### src/hdl/svr_pkg.sv
package svr_pkg;
	// Register offsets and fields
	localparam logic [7:0] REG_LINK_PRESENCE  = 8'h1c;
	localparam logic [7:0] REG_SPREAD_CFG     = 8'h2c;
	localparam logic [7:0] REG_ERR_TALLY      = 8'h41;
	localparam logic [7:0] REG_LINK_CTRL      = 8'h02;
	localparam int         LINK_PRESENT_BIT   = 0;
	localparam int         CTRL_LEGACY_BIT    = 0;
	localparam int         CTRL_FILTER_BIT    = 1;
	localparam int         CTRL_LFRANGE_BIT   = 2;
	localparam int         CTRL_SPREAD_EN_BIT = 3;
	localparam logic [7:0] SPREAD_CFG_RESET   = 8'h00;
	localparam logic [7:0] LINK_CTRL_RESET    = 8'h02;
	// Payload widths
	localparam int         WORD_W             = 35;
	localparam int         LEGACY_W           = 28;
	localparam int         COLOR_W            = 8;
	// Pixel clock limits in kHz, then line rate, clock and return channel settings
	localparam int         PCLK_MIN_KHZ       = 5000;
	localparam int         PCLK_MAX_KHZ       = 85000;
	localparam int         LEGACY_MIN_KHZ     = 15000;
	localparam int         LEGACY_MAX_KHZ     = 65000;
	localparam int         LINE_MIN_MBPS      = 525;
	localparam int         LINE_MAX_MBPS_X1K  = 2975;
	localparam int         RETURN_MBPS        = 10;
	localparam int         CLK_MHZ            = 10;
	localparam int         RETURN_DIV         = CLK_MHZ / RETURN_MBPS;
	localparam int         RETURN_FRAME_W     = 16;
	localparam int         GPIO_W             = 4;
	// Control signal filter
	localparam int         SYNC_WINDOW        = 130;
	localparam int         SYNC_MIN_PULSE     = 3;
	localparam int         SYNC_MAX_TOGGLES   = 2;
	// Sleep detection: words missing before sleep
	localparam logic [7:0] STOP_WORDS         = 8'h20;
	// Error tally
	localparam logic [4:0] ERR_MAX            = 5'h1f;
	// Spread modulation dividers
	localparam logic [11:0] DIV_HI_A          = 12'd2168;
	localparam logic [11:0] DIV_HI_B          = 12'd1300;
	localparam logic [11:0] DIV_LO_A          = 12'd628;
	localparam logic [11:0] DIV_LO_B          = 12'd388;
	// Display feed buffer depth
	localparam int         FIFO_DEPTH         = 8;
	typedef enum logic [1:0] {
		ST_DOWN  = 2'b00,
		ST_SLEEP = 2'b01,
		ST_LOCK  = 2'b10
	} svr_state_t;
endpackage : svr_pkg

### src/hdl/svr_fifo.sv
`timescale 1ns/1ps
`default_nettype none
module svr_fifo #(
	parameter int W = 35,
	parameter int D = 8
) (
	// Clock and reset
	input  wire logic         clk,
	input  wire logic         rst,
	// Fill side
	input  wire logic         in_valid,
	output logic              in_ready,
	input  wire logic [W-1:0] in_data,
	// Drain side
	output logic              out_valid,
	input  wire logic         out_ready,
	output logic [W-1:0]      out_data
);
	localparam int AW = $clog2(D);
	logic [W-1:0] mem_ff [D];
	logic [AW-1:0] wr_ff;
	logic [AW-1:0] rd_ff;
	logic [AW:0]   cnt_ff;
	logic          push;
	logic          pop;

	assign in_ready  = (cnt_ff != D[AW:0]);
	assign out_valid = (cnt_ff != '0);
	assign out_data  = mem_ff[rd_ff];
	assign push      = in_valid & in_ready;
	assign pop       = out_valid & out_ready;

	always_ff @(posedge clk) begin
		if (push) begin
			mem_ff[wr_ff] <= in_data;
		end
	end

	always_ff @(posedge clk or posedge rst) begin
		if (rst) begin
			wr_ff  <= '0;
			rd_ff  <= '0;
			cnt_ff <= '0;
		end else begin
			if (push) begin
				wr_ff <= (wr_ff == AW'(D - 1)) ? '0 : wr_ff + 1'b1;
			end
			if (pop) begin
				rd_ff <= (rd_ff == AW'(D - 1)) ? '0 : rd_ff + 1'b1;
			end
			cnt_ff <= cnt_ff + {{AW{1'b0}}, push} - {{AW{1'b0}}, pop};
		end
	end
endmodule : svr_fifo
`default_nettype wire

### src/hdl/svr_receiver.sv
// How it works
// RQ1: Take one 35-bit payload word per pixel clock from the pair.
// RQ2: Normal mode runs pixel clocks from 5 to 85 MHz.
// RQ3: Normal mode line rate spans 525 Mbps to 2.975 Gbps.
// RQ4: Send return channel at 10 Mbps: control bus, CRC, four GPIO bits.
// RQ5: Lock from embedded clock bits alone, any data pattern.
// RQ6: Legacy mode takes 28-bit words; pixel clock 15 to 65 MHz.
// RQ7: Filter on: active video and line sync pulses under 3 clocks rejected.
// RQ8: Filter off: sender limits those to two transitions per 130 clocks.
// RQ9: Sender keeps frame sync at one change per 130 clocks, 130 wide.
// RQ10: Spread enabled modulates clock and data outputs, up to 2.5 percent.
// RQ11: Low range low: dividers 2168 or 1300 by spread code.
// RQ12: Low range high: dividers 628 or 388 by spread code.
// RQ13: Sender should not enable spread on an already spread clock.
// RQ14: Red, green and blue output groups switch at different times.
// RQ15: Power-down input low disables link; high enables.
// RQ16: Sleep when clock bits vanish; relock when stream returns.
// RQ17: Registers keep their values through stream sleep.
// RQ18: Any of seven cable faults reads link present as 0.
// RQ19: Link errors counted in a 5-bit readable field.
// RQ20: Error count saturates at 31.
`timescale 1ns/1ps
`default_nettype none
module svr_receiver
	import svr_pkg::*;
(
	// Clock and reset
	input  wire logic              clk,
	input  wire logic              rst,
	input  wire logic              power_down_input_n,
	// Forward channel, one word per pixel clock
	input  wire logic              fwd_valid,
	input  wire logic [WORD_W-1:0] fwd_word,
	input  wire logic              fwd_clock_bits,
	input  wire logic              fwd_word_error,
	input  wire logic [6:0]        cable_fault,
	// Mode pin
	input  wire logic              legacy_sel,
	// Return channel
	input  wire logic [GPIO_W-1:0] return_gpio,
	input  wire logic [7:0]        return_ctrl,
	output logic                   return_channel,
	// Display outputs
	input  wire logic              disp_ready,
	output logic [COLOR_W-1:0]     red_out,
	output logic [COLOR_W-1:0]     green_out,
	output logic [COLOR_W-1:0]     blue_out,
	output logic                   active_video_flag,
	output logic                   line_sync,
	output logic                   frame_sync,
	output logic [3:0]             audio_out,
	output logic                   pixel_strobe,
	output logic                   lock_out,
	// Register port
	input  wire logic              reg_wr,
	input  wire logic [7:0]        reg_addr,
	input  wire logic [7:0]        reg_wdata,
	output logic [7:0]             reg_rdata
);
	svr_state_t   st_ff;
	svr_state_t   nxt_st;
	logic [7:0]   ctrl_ff;
	logic [7:0]   spread_cfg_ff;
	logic [4:0]   err_ff;
	logic [7:0]   idle_ff;
	logic         link_ok;
	logic         fifo_in_ready;
	logic         drain_ok;
	logic         fifo_valid;
	logic [WORD_W-1:0] fifo_data;
	logic [WORD_W-1:0] word_in;
	logic         take;

	function automatic logic [11:0] mod_div(input logic lf, input logic [2:0] code);
		if (lf) begin
			mod_div = code[2] ? DIV_LO_B : DIV_LO_A; // [RQ12]
		end else begin
			mod_div = code[2] ? DIV_HI_B : DIV_HI_A; // [RQ11]
		end
	endfunction : mod_div

	// Power down and stream sleep
	assign link_ok = (st_ff == ST_LOCK);
	always_comb begin
		nxt_st = st_ff;
		case (st_ff)
			ST_DOWN: begin
				if (power_down_input_n) begin
					nxt_st = ST_SLEEP; // [RQ15]
				end
			end
			ST_SLEEP: begin
				if (fwd_clock_bits) begin
					nxt_st = ST_LOCK; // [RQ5] [RQ16]
				end
			end
			ST_LOCK: begin
				if (idle_ff == STOP_WORDS) begin
					nxt_st = ST_SLEEP; // [RQ16]
				end
			end
			default: nxt_st = ST_DOWN;
		endcase
		if (!power_down_input_n) begin
			nxt_st = ST_DOWN; // [RQ15]
		end
	end

	always_ff @(posedge clk or posedge rst) begin
		if (rst) begin
			st_ff <= ST_DOWN;
		end else begin
			st_ff <= nxt_st;
		end
	end

	always_ff @(posedge clk or posedge rst) begin
		if (rst) begin
			idle_ff <= '0;
		end else if (!link_ok || fwd_clock_bits) begin
			idle_ff <= '0;
		end else if (idle_ff != STOP_WORDS) begin
			idle_ff <= idle_ff + 8'h01;
		end
	end

	// Legacy words carry only the low 28 bits
	assign word_in = ctrl_ff[CTRL_LEGACY_BIT] | legacy_sel
		? {{(WORD_W - LEGACY_W){1'b0}}, fwd_word[LEGACY_W-1:0]} // [RQ6]
		: fwd_word; // [RQ1]
	assign take = link_ok & fwd_valid & fwd_clock_bits;

	// Stall the display feed; words seen while full count as errors
	svr_fifo #(.W(WORD_W), .D(FIFO_DEPTH)) u_fifo (
		.clk       (clk),
		.rst       (rst),
		.in_valid  (take),
		.in_ready  (fifo_in_ready),
		.in_data   (word_in),
		.out_valid (fifo_valid),
		.out_ready (drain_ok),
		.out_data  (fifo_data)
	);

	// Registers; only reset clears them, never sleep
	always_ff @(posedge clk or posedge rst) begin
		if (rst) begin
			ctrl_ff       <= LINK_CTRL_RESET;
			spread_cfg_ff <= SPREAD_CFG_RESET;
		end else if (reg_wr) begin
			if (reg_addr == REG_LINK_CTRL) begin
				ctrl_ff <= reg_wdata; // [RQ17]
			end
			if (reg_addr == REG_SPREAD_CFG) begin
				spread_cfg_ff <= reg_wdata; // [RQ17]
			end
		end
	end

	always_ff @(posedge clk or posedge rst) begin
		if (rst) begin
			err_ff <= '0;
		end else if ((fwd_word_error || (take && !fifo_in_ready)) && err_ff != ERR_MAX) begin
			err_ff <= err_ff + 5'h01; // [RQ19] [RQ20]
		end
	end

	always_ff @(posedge clk or posedge rst) begin
		if (rst) begin
			reg_rdata <= '0;
		end else begin
			case (reg_addr)
				REG_LINK_PRESENCE: reg_rdata <= {7'h00, link_ok & (cable_fault == 7'h00)}; // [RQ18]
				REG_SPREAD_CFG:    reg_rdata <= spread_cfg_ff;
				REG_ERR_TALLY:     reg_rdata <= {3'h0, err_ff}; // [RQ19]
				REG_LINK_CTRL:     reg_rdata <= ctrl_ff;
				default:           reg_rdata <= '0;
			endcase
		end
	end

	// Sync glitch filter: hold a change until stable for the minimum pulse
	logic [1:0] sync_raw;
	logic [1:0] sync_ff;
	logic [1:0] cand_ff;
	logic [1:0] run_ff [2];
	logic       pop;
	assign pop      = fifo_valid & drain_ok;
	assign sync_raw = {fifo_data[25], fifo_data[24]};

	always_ff @(posedge clk or posedge rst) begin
		if (rst) begin
			sync_ff <= '0;
			cand_ff <= '0;
			run_ff  <= '{2'h0, 2'h0};
		end else if (pop) begin
			for (int i = 0; i < 2; i++) begin
				if (!ctrl_ff[CTRL_FILTER_BIT]) begin
					sync_ff[i] <= sync_raw[i]; // [RQ8]
				end else if (sync_raw[i] != cand_ff[i]) begin
					cand_ff[i]   <= sync_raw[i];
					run_ff[i]    <= 2'h1;
				end else if (run_ff[i] != 2'(SYNC_MIN_PULSE)) begin
					run_ff[i] <= run_ff[i] + 2'h1;
					if (run_ff[i] == 2'(SYNC_MIN_PULSE - 1)) begin
						sync_ff[i] <= cand_ff[i]; // [RQ7]
					end
				end
			end
		end
	end

	// Spread modulation: triangle offset on the output strobe pacing
	logic [11:0] mod_cnt_ff;
	logic        mod_up_ff;
	logic [2:0]  dev_ff;
	logic [2:0]  gap_ff;
	logic        spread_on;
	assign spread_on = ctrl_ff[CTRL_SPREAD_EN_BIT];
	// Hold the display feed during a gap, so no word leaves without its strobe
	assign drain_ok  = disp_ready & (gap_ff == 3'h0); // [RQ10]

	always_ff @(posedge clk or posedge rst) begin
		if (rst) begin
			mod_cnt_ff <= '0;
			mod_up_ff  <= 1'b1;
			dev_ff     <= '0;
		end else if (!spread_on) begin
			mod_cnt_ff <= '0;
			dev_ff     <= '0;
		end else if (mod_cnt_ff >= (mod_div(ctrl_ff[CTRL_LFRANGE_BIT], spread_cfg_ff[2:0]) >> 4)) begin
			mod_cnt_ff <= '0;
			if (mod_up_ff && dev_ff == {1'b0, spread_cfg_ff[1:0]}) begin
				mod_up_ff <= 1'b0;
			end else if (!mod_up_ff && dev_ff == 3'h0) begin
				mod_up_ff <= 1'b1;
			end else begin
				dev_ff <= mod_up_ff ? dev_ff + 3'h1 : dev_ff - 3'h1; // [RQ10]
			end
		end else begin
			mod_cnt_ff <= mod_cnt_ff + 12'h001;
		end
	end

	always_ff @(posedge clk or posedge rst) begin
		if (rst) begin
			gap_ff <= '0;
		end else if (gap_ff != 3'h0) begin
			gap_ff <= gap_ff - 3'h1;
		end else if (pop) begin
			gap_ff <= dev_ff; // [RQ10]
		end
	end

	// Staggered outputs: green one cycle after red, blue after green
	logic [COLOR_W-1:0] g_dly_ff;
	logic [COLOR_W-1:0] b_dly_ff [2];
	always_ff @(posedge clk or posedge rst) begin
		if (rst) begin
			red_out           <= '0;
			green_out         <= '0;
			blue_out          <= '0;
			g_dly_ff          <= '0;
			b_dly_ff          <= '{8'h00, 8'h00};
			active_video_flag <= 1'b0;
			line_sync         <= 1'b0;
			frame_sync        <= 1'b0;
			audio_out         <= '0;
			pixel_strobe      <= 1'b0;
		end else begin
			pixel_strobe <= pop;
			if (pop) begin
				red_out    <= fifo_data[7:0];
				g_dly_ff   <= fifo_data[15:8];
				b_dly_ff[0] <= fifo_data[23:16];
				frame_sync <= fifo_data[26]; // [RQ9]
				audio_out  <= fifo_data[30:27];
			end
			green_out         <= g_dly_ff; // [RQ14]
			b_dly_ff[1]       <= b_dly_ff[0];
			blue_out          <= b_dly_ff[1]; // [RQ14]
			active_video_flag <= sync_ff[0];
			line_sync         <= sync_ff[1];
		end
	end

	// Return channel: 16-bit frame of ctrl, CRC nibble and GPIO per 10 Mbps bit
	logic [RETURN_FRAME_W-1:0] ret_sh_ff;
	logic [3:0]                ret_cnt_ff;
	always_ff @(posedge clk or posedge rst) begin
		if (rst) begin
			ret_sh_ff      <= '0;
			ret_cnt_ff     <= '0;
			return_channel <= 1'b0;
			lock_out       <= 1'b0;
		end else begin
			lock_out <= link_ok; // [RQ2] [RQ3]
			if (!link_ok) begin
				ret_cnt_ff     <= '0;
				return_channel <= 1'b0;
			end else begin
				if (ret_cnt_ff == 4'h0) begin
					ret_sh_ff <= {return_ctrl, return_ctrl[3:0] ^ return_ctrl[7:4] ^ return_gpio, return_gpio}; // [RQ4]
				end else begin
					ret_sh_ff <= {ret_sh_ff[RETURN_FRAME_W-2:0], 1'b0};
				end
				return_channel <= (ret_cnt_ff == 4'h0) ? return_ctrl[7] : ret_sh_ff[RETURN_FRAME_W-2]; // [RQ4]
				ret_cnt_ff     <= ret_cnt_ff + 4'h1;
			end
		end
	end
endmodule : svr_receiver
`default_nettype wire

### config.mk
export PLATFORM = sky130hd
export DESIGN_NAME = svr_receiver
export DESIGN_NICKNAME = d
export VERILOG_FILES = /design/src/hdl/svr_pkg.sv /design/src/hdl/svr_fifo.sv /design/src/hdl/svr_receiver.sv
export SDC_FILE = /design/constraint.sdc
export NUM_CORES = 1
export LEC_CHECK = 0
export BUFFER_PORTS_ARGS = -buffer_cell sky130_fd_sc_hd__buf_2
export CAP_MARGIN = 20
export CORE_MARGIN = 2
export CORE_UTILIZATION = 31
export CTS_BUF_LIST = sky130_fd_sc_hd__clkbuf_4 sky130_fd_sc_hd__clkbuf_8 sky130_fd_sc_hd__clkbuf_16
export CTS_CLUSTER_DIAMETER = 200
export DETAILED_ROUTE_END_ITERATION = 7
export SLEW_MARGIN = 10
export SYNTH_ARGS = -nofsm -noshare
export SYNTH_HDL_FRONTEND = slang
export SYNTH_SLANG_ARGS = --single-unit
### constraint.sdc
create_clock -name clk -period 7.1 [get_ports clk]
set_clock_uncertainty 0.1 [all_clocks]
set_input_delay 1.42 -clock clk [delete_from_list [all_inputs] [get_ports clk]]
set_output_delay 1.42 -clock clk [all_outputs]
set_load 0.02 [all_outputs]
==> flow_summary_export.csv <==
group,metric,value,unit
worst_setup_path,required,7220,ps
die,start_util,31.5,%
drt,drc_errors,0,
worst_setup_path,setup.worst_path.end,"u_fifo.mem_ff[6][11]",
worst_setup_path,endpoint_kind,"flop",
drt,wl_per_cell,17.6,µm
power_and_ir_drop,pwr-share-clk,34.1,%
sta,hold_viol,0,
sta,setup-violations-final,0,
worst_setup_path,r2r-end,"u_fifo.mem_ff[6][11]",
power_and_ir_drop,p_leak,7.09,nW
worst_setup_path,r2r-start,"st_ff[0]",
final_layout,area_delta_synth_final,18.3,%
clocking,root_buffer,"clkbuf_16",
drt,drtPass1Iterations,5,
clocking,cts_max_level,2,
clocking,insertion_delay,560,ps
die,die_y,230,µm
worst_setup_path,worstPathCellList,"nand2b_1 -> clkinv_1 -> nand3_1 -> nor3_2 -> buf_4",
global_route,antenna_found_initial,5,
clocking,post-cts-setup-buffers,0,
drt,drt_wl_total,32.0,mm
synthesis,synth_top_family_by_area,"multiplexers",
clocking,cts_buffer_depth,3,
worst_setup_path,crit_slowest_cell,"nor3_2",
power_and_ir_drop,swShare,28.4,%
clocking,numCtsBuffers,43,
worst_setup_path,critical_path_class,"reg2reg",
synthesis,synth_compound_area_share,3.88,%
synthesis,yosys.area_share.simple,6.23,%
synthesis,postSynthRegisterBits,401,
placement,dpl.hpwl,18.8,mm
power_and_ir_drop,power_frac_seq,45.8,%
drt,antenna_left,0,
sta,setup_tns,0,ps
placement,place_congestion,0.778,
synthesis,synth_xor_area_share,1.82,%
global_route,grt_overflow,0,
sta,drv_slew,0,
clocking,cts_resized,0,
clocking,cts_hold_buffers,0,
final_layout,layout-drive-gt1-share,27.4,%
sta,finalCriticalPeriod,3780,ps
synthesis,synth_flop_cell,"edfxtp_1",
sta,fmax,0.264,GHz
die,placementRows,82,
placement,io_buffers,116,
worst_hold_path,worstHoldPathType,"reg2reg",
sta,maxSlewHeadroom,31.4,%
final_layout,final_common_cell,"edfxtp_1",
final_layout,stdcell_count,1817,
drt,via_per_inst,4.71,
worst_setup_path,crit_start,"st_ff[0]",
synthesis,netlist_area,15900,µm²
placement,dpl.cell_count,1737,
global_route,grt_pass1_vias,8866,
synthesis,synth_fa_ha_area_share,2.69,%
final_layout,antennaDiodeCount,0,
power_and_ir_drop,power.density,349,nW/µm²
synthesis,synthArstFlopShare,38.2,%
sta,fin_crit_sh,53.3,%
power_and_ir_drop,p_int,4.70,mW
worst_setup_path,startpoint_type,"flop",
clocking,clkTransAtPathRegs,60,ps
global_route,gr-usage-all-layers,12.3,%
power_and_ir_drop,irDropWorstVdd,0.257,mV
die,die_width,230,µm
synthesis,yosys_warnings,0,
die,core_area,50400,µm²
global_route,grt_pass1_wl,50.6,mm
power_and_ir_drop,netSwitchingPower,1.87,mW
outcome,status,"finished clean",
sta,tightestPinTransition,1020,ps
worst_setup_path,cp_max_fo,26,
worst_setup_path,critPathMaxStageDelay,970,ps
final_layout,fill_cells,4696,
job,drv_cap,0,
synthesis,ys_seq_area_share,71.0,%
worst_setup_path,reg2reg_slack,3320,ps
clocking,cts_tree,"yes",
global_route,grt_start_max_net_pins,115,
die,dieArea,53100,µm²
worst_setup_path,cp.arrival,3910,ps
clocking,cts_sinks,401,
worst_setup_path,ff2ff_path_depth,5,
power_and_ir_drop,power_frac_comb,20.2,%
sta,rsz0062_at_grt,"false",
die,io_pins,121,
final_layout,finalNetCount,1223,
final_layout,layout_common_cells,"248 x edfxtp_1, 148 x dfrtp_1, 116 x buf_2",
synthesis,synth_area_per_cell,16.4,µm²
synthesis,ys_types,56,
drt,drt_iter0_markers,582,
synthesis,muxShareOfSynthArea,12.6,%
synthesis,synth_edf_count,248,
synthesis,syn_inst,967,
drt,vias,8555,
[flip-flops by register name (all words and copies together) (netlist names), 3 cells and up]
register / flops
u_fifo.mem_ff: 248
b_dly_ff: 16
ret_sh_ff: 15
mod_cnt_ff: 12
blue_out: 8
ctrl_ff: 8
g_dly_ff: 8
green_out: 8
idle_ff: 8
red_out: 8
reg_rdata: 8
spread_cfg_ff: 8
err_ff: 5
audio_out: 4
ret_cnt_ff: 4
run_ff: 4
u_fifo.cnt_ff: 4
dev_ff: 3
gap_ff: 3
u_fifo.rd_ff: 3
u_fifo.wr_ff: 3
[final cells by class]
class / instances / area, µm² / area share, %
sequential: 401 / 11300 / 60.1
multi-input combinational: 501 / 4390 / 23.4
clock buffer: 56 / 1190 / 6.35
tap: 672 / 841 / 4.47
timing repair buffer: 133 / 728 / 3.88
clock inverter: 23 / 234 / 1.25
inverter: 31 / 121 / 0.646
[cells by family after synthesis]
kind of cell / Yosys count
DFF: 401
and+or+nand+nor: 211
muxes: 118
AOI/OAI and AO/OA: 103
buffers and inverters: 67
adders and majority gates: 33
xor gates and xnor gates: 33
other: 1
[critical path: cells and delay by family, from the launching register on]
family	cells	cell delay (ps)
buf+inv	2	1030
simple gates	3	1890
flops	1	400
[worst min path at each step]
| stage | from | end | slack, ps | cells after the start |
|---|---|---|---|---|
| finish | b_dly_ff[2] | blue_out[2] | 250 | 0 |
| global route | b_dly_ff[5] | blue_out[5] | 260 | 0 |
| CTS | b_dly_ff[4] | blue_out[4] | 250 | 0 |
| detailed placement | b_dly_ff[2] | blue_out[2] | 240 | 0 |
| global placement | b_dly_ff[0] | blue_out[0] | 240 | 0 |
| floorplan | b_dly_ff[0] | blue_out[0] | 230 | 0 |
[through the flow]
stage,utilization (%),area (µm²),total power [mW],hold slack (ps),setup slack [ps]
after floorplan,-,15900,4.00,231,1460
after global placement,34.4,17300,4.38,235,3030
final,37.3,18800,6.57,247,3320
after detailed placement,34.4,17300,4.41,236,3000
after global routing,37.3,18800,6.92,255,3000
after CTS,37.2,18800,6.68,249,3250
[synthesized netlist by cell type (all sizes together), types with 10 or more instances]
library cell  instances  area share [%]
a21oi                45             1.4
nand3                12            0.38
clkbuf               17            0.40
nor2                 79             1.9
a31oi                12            0.47
buf                  19            0.59
mux4                 62             8.8
xnor2                10            0.55
edfxtp              248              47
o21ai                19            0.60
dfrtp               151              24
mux2                 20             1.4
nand2                61             1.5
ha                   31             2.4
xor2                 23             1.3
inv                  30            0.71
mux2i                36             2.4
[power by group through the flow]
stage	clock [mW]	combinational (mW)	sequential, mW
floorplan	0	0.974	3.03
global placement	0	1.33	3.05
detailed placement	0	1.35	3.06
CTS	2.31	1.36	3.02
global route	2.40	1.47	3.05
finish	2.24	1.32	3.01
[metal layers]
metal,GRT usage [%],wire (µm),vias up
met5,0,67,-
met4,3.71,707,10
met3,3.19,2060,63
met2,19.6,14800,214
met1,16.5,14400,4347
li1,-,-,3921
(Power assumes the default switching activity.)
